--- src/lssl_defines.vh ---
/*
 Constants for the 32-bit LED sink shift and latch block.
 Assumes inclusion by its bare name from the design file.
*/
`ifndef LSSL_DEFINES_VH
`define LSSL_DEFINES_VH
`define LSSL_WIDTH      32
`define LSSL_MSB        31
`define LSSL_FIFO_DEPTH 4
`define LSSL_PTR_W      2
`define LSSL_CNT_W      3
`define LSSL_SET_ALL    32'hffffffff
`define LSSL_ZERO_BIT   1'b0
`define LSSL_ONE_BIT    1'b1
`endif

--- src/lssl_led_sink.v ---
/*
 Holds the 32-bit serial-in shift register with output latches driving
 open-drain LED sinks, plus a small FIFO carrying serial bits.
 Assumes all inputs but the async i_rst are synchronous to i_ref_clk; shift_clk and
 hold_strobe arrive as sampled levels, preset_n acts synchronously.
*/
`timescale 1ns/10ps
`include "lssl_defines.vh"

module lssl_fifo #(
    parameter WIDTH = 1,
    parameter DEPTH = 4,
    parameter PTR_W = 2,
    parameter CNT_W = 3
) (
    // Clock and reset
    input  wire             i_ref_clk,
    input  wire             i_rst,
    // Fill side
    input  wire [WIDTH-1:0] i_data,
    input  wire             i_valid,
    output wire             o_ready,
    // Drain side
    output wire [WIDTH-1:0] o_data,
    output wire             o_valid,
    input  wire             i_ready
);
    reg [WIDTH-1:0] mem [0:DEPTH-1];
    reg [PTR_W-1:0] wr_ptr;
    reg [PTR_W-1:0] rd_ptr;
    reg [CNT_W-1:0] count;
    reg             not_full;
    wire            push;
    wire            pop;
    wire [CNT_W-1:0] next_count;

    // Ready comes from a flop so the top output is registered
    assign o_ready = not_full;
    assign next_count = (push & ~pop) ? count + {{(CNT_W-1){1'b0}}, 1'b1}
                      : (pop & ~push) ? count - {{(CNT_W-1){1'b0}}, 1'b1}
                      : count;
    assign o_valid = (count != {CNT_W{1'b0}});
    assign o_data  = mem[rd_ptr];
    assign push    = i_valid & o_ready;
    assign pop     = o_valid & i_ready;

    always @(posedge i_ref_clk) begin
        if (push) begin
            mem[wr_ptr] <= i_data;
        end
    end

    always @(posedge i_ref_clk or posedge i_rst) begin
        if (i_rst) begin
            wr_ptr <= {PTR_W{1'b0}};
            rd_ptr <= {PTR_W{1'b0}};
            count  <= {CNT_W{1'b0}};
            not_full <= 1'b1;
        end else begin
            if (push) begin
                wr_ptr <= wr_ptr + {{(PTR_W-1){1'b0}}, 1'b1};
            end
            if (pop) begin
                rd_ptr <= rd_ptr + {{(PTR_W-1){1'b0}}, 1'b1};
            end
            count    <= next_count;
            not_full <= (next_count != DEPTH[CNT_W-1:0]);
        end
    end
endmodule

module lssl_led_sink (
    // Clock and reset
    input  wire                      i_ref_clk,
    input  wire                      i_rst,
    // Serial side
    input  wire                      i_bit_input,
    input  wire                      i_bit_valid,
    output wire                      o_bit_ready,
    input  wire                      i_shift_clk,
    input  wire                      i_hold_strobe,
    input  wire                      i_preset_n,
    input  wire                      i_drive_gate_n,
    // Outputs
    output reg                       o_cascade_out,
    output reg  [`LSSL_MSB:0]        o_led_sink_n_out,
    output reg  [`LSSL_MSB:0]        o_led_sink_n_oe
);
    localparam ST_IDLE = 2'b01;
    localparam ST_HIGH = 2'b10;

    reg  [1:0]          edge_state;
    reg  [`LSSL_MSB:0]  shift_reg;
    reg  [`LSSL_MSB:0]  latch;
    wire                fifo_bit;
    wire                fifo_valid;
    wire                rise;
    wire [`LSSL_MSB:0]  next_shift;
    wire [`LSSL_MSB:0]  next_latch;

    // Sink enable: low drives the pin, gate high floats every sink
    function [`LSSL_MSB:0] sink_enable;
        input [`LSSL_MSB:0] bits;
        input               gate_n;
        begin
            sink_enable = ~bits | {`LSSL_WIDTH{gate_n}};
        end
    endfunction

    lssl_fifo #(
        .WIDTH (1),
        .DEPTH (`LSSL_FIFO_DEPTH),
        .PTR_W (`LSSL_PTR_W),
        .CNT_W (`LSSL_CNT_W)
    ) u_fifo (
        .i_ref_clk (i_ref_clk),
        .i_rst     (i_rst),
        .i_data    (i_bit_input),
        .i_valid   (i_bit_valid),
        .o_ready   (o_bit_ready),
        .o_data    (fifo_bit),
        .o_valid   (fifo_valid),
        .i_ready   (rise)
    );

    // Rising edge of the sampled shift clock
    assign rise = (edge_state == ST_IDLE) & i_shift_clk & fifo_valid;

    always @(posedge i_ref_clk or posedge i_rst) begin
        if (i_rst) begin
            edge_state <= ST_HIGH;
        end else begin
            case (edge_state)
                ST_IDLE: begin
                    if (i_shift_clk & fifo_valid) begin
                        edge_state <= ST_HIGH;
                    end
                end
                ST_HIGH: begin
                    if (!i_shift_clk) begin
                        edge_state <= ST_IDLE;
                    end
                end
                default: begin
                    edge_state <= ST_HIGH;
                end
            endcase
        end
    end

    // Stage 1 is bit 0; shifting ignores the output gate
    assign next_shift = rise ? {shift_reg[`LSSL_MSB-1:0], fifo_bit}
                             : shift_reg;
    // Transparent latch: follows register while strobe high
    assign next_latch = i_hold_strobe ? next_shift : latch;

    always @(posedge i_ref_clk or posedge i_rst) begin
        if (i_rst) begin
            shift_reg <= `LSSL_SET_ALL;
            latch     <= `LSSL_SET_ALL;
        end else if (!i_preset_n) begin
            shift_reg <= `LSSL_SET_ALL;
            latch     <= `LSSL_SET_ALL;
        end else begin
            shift_reg <= next_shift;
            latch     <= next_latch;
        end
    end

    always @(posedge i_ref_clk or posedge i_rst) begin
        if (i_rst) begin
            o_cascade_out    <= `LSSL_ONE_BIT;
            o_led_sink_n_out <= {`LSSL_WIDTH{`LSSL_ZERO_BIT}};
            o_led_sink_n_oe  <= `LSSL_SET_ALL;
        end else begin
            o_led_sink_n_out <= {`LSSL_WIDTH{`LSSL_ZERO_BIT}};
            if (!i_preset_n) begin
                o_cascade_out   <= `LSSL_ONE_BIT;
                o_led_sink_n_oe <= sink_enable(`LSSL_SET_ALL,
                                               i_drive_gate_n);
            end else begin
                o_cascade_out   <= next_shift[`LSSL_MSB];
                // Enable is low to sink; one sinks, zero floats
                o_led_sink_n_oe <= sink_enable(next_latch,
                                               i_drive_gate_n);
            end
        end
    end
endmodule

--- config.mk ---
export PLATFORM = sky130hd
export DESIGN_NAME = lssl_led_sink
export DESIGN_NICKNAME = d
export VERILOG_FILES = /design/src/lssl_led_sink.v
export VERILOG_INCLUDE_DIRS = /design/src
export SDC_FILE = /design/constraint.sdc
export NUM_CORES = 1
export LEC_CHECK = 0
export BUFFER_PORTS_ARGS = -buffer_cell sky130_fd_sc_hd__buf_4
export CAP_MARGIN = 20
export CORE_AREA = 2 2 74 147
export DETAILED_ROUTE_END_ITERATION = 10
export DIE_AREA = 0 0 76 149
export PLACE_DENSITY_LB_ADDON = 0.3
export SYNTH_ARGS = -nofsm -noshare
export SYNTH_HDL_FRONTEND = slang
export SYNTH_HIERARCHICAL = 1
export SYNTH_SLANG_ARGS = --single-unit
export TNS_END_PERCENT = 5
--- constraint.sdc ---
create_clock -name i_ref_clk -period 5.8 [get_ports i_ref_clk]
set_clock_uncertainty 0.15 [all_clocks]
set_input_delay 1.16 -clock i_ref_clk [delete_from_list [all_inputs] [get_ports i_ref_clk]]
set_output_delay 1.16 -clock i_ref_clk [all_outputs]
set_load 0.01 [all_outputs]
==> results.md, run 1 <==
* Initial Utilization at between 50% and 60%
* Placed insts at 694
* WL/cell at 12.71 µm
* Setup CP Type: flip-flop to flip-flop
* Vias in the first global route at between 3000 and 4000
* Logic gate share of total power at between 20% and 30%
* DRT Pass-1 Iters at 4
* Top cells by area, synth: dfstp_2 49%, nand2_1 6.9%, buf_4 4.9%, o31ai_1 4.6%, nor2_1 4.5%
* NumNets Final at 584
* Synth warnings at 6
* CTS Hold Bufs at 0
* Clock Latency Late Sink at 0.34 ns
* Detail Route Antenna Nets at 0
* Residual DRC at 0
* Total GRT Usage at roughly 17%
* Pwr dens at 356.9 mW/mm²
* Number of clock sinks at 110
* Total of max-cap violations at 0
* Switching Share at 30.11%
* Netlist Area Pre-Place at 0.005238 mm²
* Total grt overflow at 0
* Clk root buf: clkbuf_16
* Seq pwr share at 49.8%
* Starting DRT DRC Count at 257
* Layout cells sized above 1 at 29.27%
* Synth area leader: dfstp_2
* Post-DP HPWL at roughly 5500 µm
* CP top delay family: buffers and inverters
* DIE AREA at 0.01132 mm²
* GP Congestion at 0.7569
* Reg2reg start: u_fifo/count[0]
* Clk pwr share at 28.1%
* Synth top area share at 49.16%
* Largest net degree at the start of global routing at 74
* Initial antenna violation count at 0
* Tmin final at 2.915 ns
* Max-slew violation count at 0
* TritonCTS buffer count at 9
* Global-route wire length before repair at 15810 µm
* Routed vias at 3595
* Area Growth Syn to Fin at 9.508%
* Internal at 0.001431 W
* Status: complete, no violations
* # IOs at 74
* Total Wirelength at 9036 µm
* Diode count at 0
* # setup viols final at 0
* Crit path arrival time at 3.03 ns
* Slowest CP cell: inv_2
* Leak at roughly 2.8 nW
* Post-CTS sizing at 0
* CP Launch Type: flip-flop
* Max-slew headroom at the worst pin at a little over two fifths
* Seq/Total Area, Yosys at 55.28%
* IO Port Bufs at 41
* Core footprint at ~0.01 mm²
* Worst Hold Class: flip-flop to flip-flop
* Worst-margin pin slew at 0.8618 ns
* Die Span X at around 76 µm
* CTS tree: built
* Sw power at 0.0006164 W
* Clk slew on worst S/H paths at roughly 0.070 ns
* Fmax at 343.1 MHz
* Hold Vio Cnt, Final at 0
* Crit path launch: u_fifo/count[0]
* Synthesis-stage register bit count at 110
* Syn_area_per_cell at roughly 9.6 µm²
* H-tree depth at 3
* Fin cells at 711
* Netlist cell types at 40
* Post-CTS Setup Inserts at 0
* # rows at 53
* CP cell instances: inv_1 -> ha_1 -> nand2b_1 -> nand4b_4 -> inv_2 -> buf_4 -> nor2_1 -> or3_1
* Post-layout util at 55.80%
* Critical Path RT at 5.92 ns
* Crit-path max FO at 40
* CP bufs+invs at 3
* Clock Path Buffers at 2
* Die H at 149 µm
* Slowest stage delay, CP at 0.50 ns
* Min-delay src: u_fifo/rd_ptr[1]
* Post-Route Setup TNS at 0 ns
* Cells after synthesis at about 550
* Vias per inst at 5.056
* Fillers at 942
* Unrepaired setup endpoints after global routing: no
* Crit share post-route at approximately half
* Kind of end point of the critical path: flip-flop
* Maximum vdd drop at about 0.31 mV
power by group through the flow:
| stage | logic (W) | registers, W | clock network [W] |
|---|---|---|---|
| final | 0.000454 | 0.00102 | 0.000575 |
| after global routing | 0.000526 | 0.00104 | 0.000612 |
| after CTS | 0.000457 | 0.00102 | 0.000589 |
| after detailed placement | 0.000455 | 0.00103 | 0 |
| after global placement | 0.000444 | 0.00103 | 0 |
| after floorplan | 0.000371 | 0.00103 | 0 |
placed cells by master (no fill, tap or decap), types with 4 or more instances in the layout:
cell type,Yosys,routed
nand2_1,96,96
ha_1,7,7
clkbuf_16,0,9
nand3_1,37,37
xnor2_1,4,4
edfxtp_1,4,4
dfstp_2,98,98
o31ai_1,32,32
buf_4,34,44
or3_1,31,31
and3_1,6,6
o21ai_0,31,31
inv_1,40,39
conb_1,1,32
nor2_1,63,63
dfrtp_1,8,8
through the flow:
step / hold slack, ns / area (µm²) / setup WS, ns / power, W
2_1_floorplan: 0.3033 / 5354 / 2.088 / 0.001397
3_3_place_gp: 0.3260 / 5430 / 2.771 / 0.001472
3_5_place_dp: 0.3329 / 5430 / 2.727 / 0.001486
4_1_cts: 0.3410 / 5708 / 2.876 / 0.002066
5_1_grt: 0.3503 / 5736 / 2.649 / 0.002174
6_report: 0.3343 / 5736 / 2.885 / 0.002047
cells by family after synthesis:
group | Yosys count | share of synthesized area [%]
flip-flops | 110 | 55.28
multiplexers | 2 | 0.6450
buffers and inverters | 106 | 11.11
AND/OR/NAND/NOR | 244 | 21.48
adder cells (fa/ha/maj) | 7 | 1.672
other | 1 | 0.07160
XOR/XNOR | 4 | 0.6688
AO/OA/AOI/OAI | 73 | 9.078
cells in the mapped netlist:
library cell / count
dfstp_2: 98
or3_1: 31
and4b_1: 2
nand2b_1: 1
a31o_2: 1
buf_6: 5
a22o_1: 1
o211ai_1: 1
o21a_1: 1
o31ai_1: 32
nor2b_1: 2
buf_4: 34
nor2_1: 63
inv_1: 40
a21oi_2: 1
inv_2: 1
xnor2_1: 4
nand2_1: 96
ha_1: 7
and3_4: 1
dfrtp_1: 8
nor4b_1: 1
nand3_1: 37
nor4_1: 1
a21boi_0: 1
nand2_4: 1
mux4_2: 1
buf_2: 15
a211o_1: 1
a31oi_1: 1
conb_1: 1
clkbuf_1: 11
and4_4: 1
edfxtp_1: 4
o21ai_2: 1
o21ai_0: 31
a211oi_1: 1
and3_1: 6
mux2_1: 1
nand4b_4: 1
final timing paths:
check,to,cells after the start,slack (ns)
max reg2reg,latch[7],8,2.89
min reg2reg,u_fifo/rd_ptr[1],1,0.33
min,u_fifo/rd_ptr[1],1,0.33
max in group asynchronous,o_led_sink_n_oe[6],3,3.78
max,latch[7],8,2.89
min in group asynchronous,edge_state[0],2,0.63
per-layer routing:
metal  vias up  global-route usage, %  wire [µm]
li1       1783                      -          -
met1      1742                  22.11       4122
met2        63                  28.97       4460
met3         7                  2.663        323
met4         0                  6.455        129
met5         -                      0          0
layout make-up:
type | count | area, µm² | area share, %
multi-input cells | 362 | 1877 | 32.72
repair buffers | 45 | 357.8 | 6.239
well taps | 137 | 171.4 | 2.989
inverters | 41 | 156.4 | 2.727
clock inverters | 5 | 35.03 | 0.6108
flip-flops and latches | 110 | 2895 | 50.48
clock buffers | 11 | 242.7 | 4.232
(Power assumes the default switching activity.)
==> inputs of run 2 (changes only) <==
--- a/config.mk
+++ b/config.mk
@@ -6,11 +6,12 @@
 export SDC_FILE = /design/constraint.sdc
 export NUM_CORES = 1
 export LEC_CHECK = 0
+export ABC_AREA = 1
 export BUFFER_PORTS_ARGS = -buffer_cell sky130_fd_sc_hd__buf_4
 export CAP_MARGIN = 20
-export CORE_AREA = 2 2 74 147
+export CORE_AREA = 2 2 74 146
 export DETAILED_ROUTE_END_ITERATION = 10
-export DIE_AREA = 0 0 76 149
+export DIE_AREA = 0 0 76 148
 export PLACE_DENSITY_LB_ADDON = 0.3
 export SYNTH_ARGS = -nofsm -noshare
 export SYNTH_HDL_FRONTEND = slang
==> constraint.sdc (replaced) <==
create_clock -name i_ref_clk -period 2.7 [get_ports i_ref_clk]
set_clock_uncertainty 0.15 [all_clocks]
set_input_delay 0.54 -clock i_ref_clk [delete_from_list [all_inputs] [get_ports i_ref_clk]]
set_output_delay 0.54 -clock i_ref_clk [all_outputs]
set_load 0.01 [all_outputs]
==> run 2 against run 1 <==
Net effect: flip-flop and latch count did not move; clock-buffer cell count shrank 1; synthesized area fell by 1.6%; register-to-register slack lost 2.3 ns; hold slack got worse by 0.32 ns; synthesized cell count down 2.4%; power increased by 99%; first-iteration DRC count decreased by 24%; critical path type unchanged.
==> results.md, run 2 <==
* Status: complete, no violations
* Reg2reg start: u_fifo/count[0]
* Diode count at 0
* Post-Route Setup TNS at 0 ns
* Synth warnings at 6
* Seq/Total Area, Yosys at 56.21%
* Worst Hold Class: primary input to async pin
* Cells after synthesis at between 500 and 600
* Most frequent cell after synthesis: nand2_1
* Max-slew headroom at the worst pin at around three fifths
* Total Wirelength at 9525 µm
* Vias per inst at just under 5
* Hold Vio Cnt, Final at 0
* Post-CTS sizing at 0
* Fmax at 463.2 MHz
* Setup CP Type: flip-flop to flip-flop
* Worst r2r dst: u_fifo/o_ready
* Crit path launch: u_fifo/count[0]
* Maximum vdd drop at 0.4031 mV
* Die H at 148 µm
* TritonCTS buffer count at 9
* Total GRT Usage at 17.81%
* Crit-path max FO at 22
* Ys async rst share at between 90% and 100%
* Synth top area share at 49.99%
* Largest net degree at the start of global routing at 57
* Pwr dens at 707.6 mW/mm²
* R2R setup slack at 0.54 ns
* Netlist cell types at 25
* Initial Utilization at between 50% and 60%
* # setup viols final at 0
* CTS tree: built
* Final Cell Area at ~0.0058 mm²
* Clock Latency Late Sink at between 0.3 and 0.4 ns
* Critical Path Most Common Cell: nand2_1
* Synth Flop Type: dfstp_2
* Slowest CP cell: dfrtp_1
* Top cells by count, synth: 126 x nand2_1, 98 x dfstp_2, 52 x nand2_2
* Post-CTS Setup Inserts at 0
* CP Launch Type: flip-flop
* Reg2Reg Depth at 13
* Global-route wire length before repair at approximately 16000 µm
* Leak at 2.971 nW
* Post-DP HPWL at between 6000 and 7000 µm
* WL/cell at 13.43 µm
* Routed vias at ~3400
* Clock Path Buffers at 2
* Top cells by area, synth: dfstp_2 50%, nand2_1 9.2%, nand2_2 6.3%, buf_4 5.2%, nand3_1 5.0%
* Die Span X at around 76 µm
* Initial antenna violation count at 0
* Number of synthesized flops with an enable pin at 4
* Crit share post-route at 79.95%
* Syn_area_per_cell at 9.646 µm²
* Synth area leader: dfstp_2
* Core footprint at 0.01008 mm²
* Capture point of the critical path: u_fifo/o_ready
* Residual DRC at 0
* # rows at 52
* Starting DRT DRC Count at 196
* Hold Slack at roughly 0.018 ns
* Area Growth Syn to Fin at 11.66%
* Crit path arrival time at 2.28 ns
* Placement Cell Area at 0.005445 mm²
* Number of clock sinks at 110
* Slowest stage delay, CP at 0.40 ns
* Netlist Area Pre-Place at about 0.005 mm²
* Kind of end point of the critical path: flip-flop
* DIE AREA at 0.01125 mm²
* Total grt overflow at 0
* Tmin final at around 2.2 ns
* Max-slew violation count at 0
* Clk root buf: clkbuf_16
* Most frequent cells in the layout: 126 x nand2_1, 98 x dfstp_2, 52 x nand2_2
* DRT Pass-1 Iters at 4
* Clk slew on worst S/H paths at 0.07 ns
* Total of max-cap violations at 0
* H-tree depth at 3
* Layout cells sized above 1 at 43.55%
* Detail Route Antenna Nets at 0
* IO Port Bufs at 41
* Unrepaired setup endpoints after global routing: no
* Critical Path RT at 2.82 ns
* Synthesis-stage register bit count at 110
* CTS Hold Bufs at 0
* Vias in the first global route at 3542
* CP cell instances: inv_1 -> ha_1 -> nand2_4 -> nand2_1 -> inv_2 -> nand2_4 -> inv_1 -> nand2_4 -> nand3_1 -> nand2_1 -> nand2_1 -> nand2_1 -> nand2_1
* NumNets Final at 584
* GP Congestion at 0.7625
* Worst-margin pin slew at approximately 0.6 ns
* # IOs at 74
* Commonest non-fill, non-tap cell in the layout: nand2_1
run 2: changes by cell type in the layout (fill, tap and decap cells not counted), sizes merged, moves of 32 or more:
| cell | delta |
|---|---|
| a21oi | +32 |
| nand2 | +86 |
| nand3 | +34 |
| nor2 | -54 |
| o31ai | -32 |
run 2: logic make-up (layout without fill, tap and decap cells):
family	count (synthesis)	count (layout)	synth area share, %
AOI/OAI and AO/OA	35	35	3.473
DFF	110	110	56.21
and+or+nand+nor	265	265	26.55
xor gates and xnor gates	2	2	0.3401
adders and majority gates	7	7	1.700
buffers and inverters	114	123	11.66
other	1	32	0.07280
run 2: worst max-delay path: cells and delay by family, from the launching register on:
family,cells,cell delay [ns]
AND/OR/NAND/NOR,9,0.99
flip-flops,1,0.40
buffers and inverters,3,0.34
adder cells (fa/ha/maj),1,0.21
run 2: worst min path at each step:
stage	start	to	slack (ns)	cells past startpoint
finish	i_rst	u_fifo/rd_ptr[1]	0.02	2
global route	i_rst	u_fifo/rd_ptr[1]	0.04	2
CTS	i_rst	u_fifo/rd_ptr[1]	0.02	2
detailed placement	u_fifo/rd_ptr[1]	u_fifo/rd_ptr[1]	0.34	1
global placement	u_fifo/rd_ptr[1]	u_fifo/rd_ptr[1]	0.33	1
floorplan	i_rst	u_fifo/count[0]	0.20	1
run 2: final cells by class:
class	instances	area (µm²)
clock buffers	10	239.0
clock inverters	6	67.56
fillers	887	4333
inverters	56	214.0
multi-input cells	341	1772
flip-flops and latches	110	2895
well taps	135	168.9
repair buffers	51	395.4
run 2: routing by layer:
metal  track usage, %  routed length, µm
met5                0                  0
met1            19.89               3738
met2            32.72               5178
met3            2.930                324
met4            8.545                283
run 2: power breakdown:
part / internal, W / switching, W
registers: 0.00185 / 0.0000826
clock network: 0.000749 / 0.000595
logic: 0.000260 / 0.000533
total: 0.00286 / 0.00121
run 2: metrics by stage:
step	util (%)	total power, W	cells	setup slack, ns
after floorplan	-	0.002580	565	0.8004
after CTS	57.03	0.004108	709	0.5446
after global routing	57.03	0.004263	709	0.4092
after global placement	54.00	0.002706	693	0.6634
after detailed placement	54.00	0.002753	693	0.5683
final	57.03	0.004070	709	0.5412
==> inputs of run 3 (changes only) <==
==> constraint.sdc (replaced) <==
create_clock -name i_ref_clk -period 2.2 [get_ports i_ref_clk]
set_clock_uncertainty 0.15 [all_clocks]
set_input_delay 0.44 -clock i_ref_clk [delete_from_list [all_inputs] [get_ports i_ref_clk]]
set_output_delay 0.44 -clock i_ref_clk [all_outputs]
set_load 0.01 [all_outputs]
==> run 3 against run 2 <==
Net effect: non-clock buffer count is 2 higher; flip-flop and latch count stayed put; global-route usage is 0.48 points lower; cell count is 0.28% higher; core utilization is 0.16 points higher; register-to-register slack worse by 0.27 ns; setup slack worse by 0.27 ns; clock power is 17% higher; cell area is 0.28% higher.
==> results.md, run 3 (same netlist as run 2, synthesis figures left out) <==
* Placed insts at 694
* Initial antenna violation count at 0
* Switching Share at 30.02%
* Sw power at 0.001477 W
* Largest net degree at the start of global routing at 87
* GP Congestion at 0.7839
* Kind of end point of the critical path: flip-flop
* Storage element area at 0.002895 mm²
* Global-route wire length before repair at approximately 16000 µm
* Total of max-cap violations at 0
* Residual DRC at 0
* Clk root buf: clkbuf_16
* Vias per inst at 4.848
* Area Growth Syn to Fin at 11.97%
* Diode count at 0
* Clk pwr share at 31.8%
* Maximum vdd drop at 0.4541 mV
* Total grt overflow at 0
* Clock Latency Late Sink at 0.35 ns
* IO Port Bufs at 41
* CTS tree: built
* Status: complete, no violations
* Worst slack at placement at 0.2743 ns
* # IOs at 74
* Starting DRT DRC Count at 194
* TritonCTS buffer count at 9
* DIE AREA at ~0.011 mm²
* Hold endpoint: u_fifo/mem[2]
* Core footprint at 0.01008 mm²
* Layout cells sized above 1 at a little over two fifths
* Setup CP Type: flip-flop to flip-flop
* Area of the multi-input gates at 0.001772 mm²
* Post-DP HPWL at 6262 µm
* Detail Route Antenna Nets at 0
* Logic gate share of total power at between 10% and 20%
* Leak at ~3.0 nW
* WL/cell at about 13 µm
* CP Launch Type: flip-flop
* Die H at 148 µm
* H-tree depth at 3
* Worst Hold Class: primary input to flip-flop
* Reg2reg start: u_fifo/count[0]
* Hold path cells at 1
* R2R setup slack at 0.27 ns
* Pwr dens at about 850 mW/mm²
* Most frequent cells in the layout: 126 x nand2_1, 98 x dfstp_2, 52 x nand2_2
* DRT Pass-1 Iters at 4
* Min-delay src: i_bit_input
* NumNets Final at 586
* Critical Path RT at 2.33 ns
* Crit path arrival time at approximately 2.1 ns
* Number of clock sinks at 110
* Post-Route Setup TNS at 0 ns
* Commonest non-fill, non-tap cell in the layout: nand2_1
* # setup viols final at 0
* Fmax at 517.1 MHz
* Fin cells at 711
* # rows at 52
* Hold Vio Cnt, Final at 0
* Total GRT Usage at 17.33%
* Crit share post-route at 87.90%
* Tmin final at 1.934 ns
* Seq pwr share at 48.2%
* Reg2Reg Depth at 14
* Max-slew violation count at 0
* Fillers at ~890
* Total Wirelength at between 9000 and 10000 µm
* Post-layout util at 57.20%
* Internal at approximately 0.0034 W
* Clock Path Buffers at 2
* Final Worst Setup Slack at 0.2663 ns
* Vias in the first global route at 3445
* Post-CTS sizing at 0
* Unrepaired setup endpoints after global routing: no
* Initial Utilization at 51.08%
* Die Span X at about 76 µm
* Crit-path max FO at 5
* Clk slew on worst S/H paths at 0.07 ns
* Worst r2r dst: u_fifo/o_ready
* Routed vias at 3447
==> run 3: what timing repair did <==
| item | 4_1_cts | 5_1_grt |
|---|---|---|
| endpoints found under the hold margin | 7 | 0 |
| hold buffers | 1 | 0 |
| endpoints found under the setup margin | 0 | 0 |
| buffers inserted | 0 | 0 |
==> run 3: worst max path at each step <==
stage                     from             end  cells past startpoint
2_1_floorplan  u_fifo/count[0]  u_fifo/o_ready                     15
3_3_place_gp   u_fifo/count[0]  u_fifo/o_ready                     14
3_5_place_dp   u_fifo/count[0]  u_fifo/o_ready                     14
4_1_cts        u_fifo/count[0]  u_fifo/o_ready                     14
5_1_grt        u_fifo/count[0]  u_fifo/o_ready                     14
6_report       u_fifo/count[0]  u_fifo/o_ready                     14
==> run 3: per-layer routing <==
layer  GRT usage, %  up-vias  share of wire [%]
met3          3.724       15                4.2
met4          6.273        0                1.7
met1          18.94     1692                 39
li1               -     1667                  -
met5              0        -                  0
met2          32.63       73                 56
==> run 3: metrics by stage <==
step / hold WS (ns) / total power, W / instance area [µm²]
global placement: 0.2885 / 0.003338 / 5465
CTS: 0.1339 / 0.004971 / 5768
detailed placement: 0.2937 / 0.003386 / 5465
global route: 0.1307 / 0.005180 / 5768
floorplan: 0.1049 / 0.003167 / 5271
finish: 0.1470 / 0.004921 / 5768
==> run 3: power groups by stage <==
stage          clock [W]  combinational [W]  sequential (W)
2_1_floorplan          0           0.000762         0.00240
3_5_place_dp           0           0.000983         0.00240
3_3_place_gp           0           0.000942         0.00240
5_1_grt          0.00170            0.00108         0.00239
6_report         0.00157           0.000980         0.00237
4_1_cts          0.00161           0.000989         0.00237
==> run 3: cell type report <==
class | instances | share of cell area (%)
multi-input combinational | 341 | 30.72
sequential | 110 | 50.20
timing repair buffer | 53 | 7.375
inverter | 56 | 3.709
clock buffer | 10 | 4.338
clock inverter | 6 | 0.7375
tap | 135 | 2.928
==> run 3: critical path: stages, from the launching register on <==
cell     delay (ns)
dfrtp_1        0.39
inv_1          0.11
ha_1           0.24
nand2_4        0.10
nand2_1        0.08
inv_2          0.10
nand2_4        0.06
inv_1          0.14
nand2_4        0.09
nand2_4        0.08
nand2_1        0.07
nand2_1        0.08
nand2_2        0.06
nor2_2         0.08
nand2_1        0.05
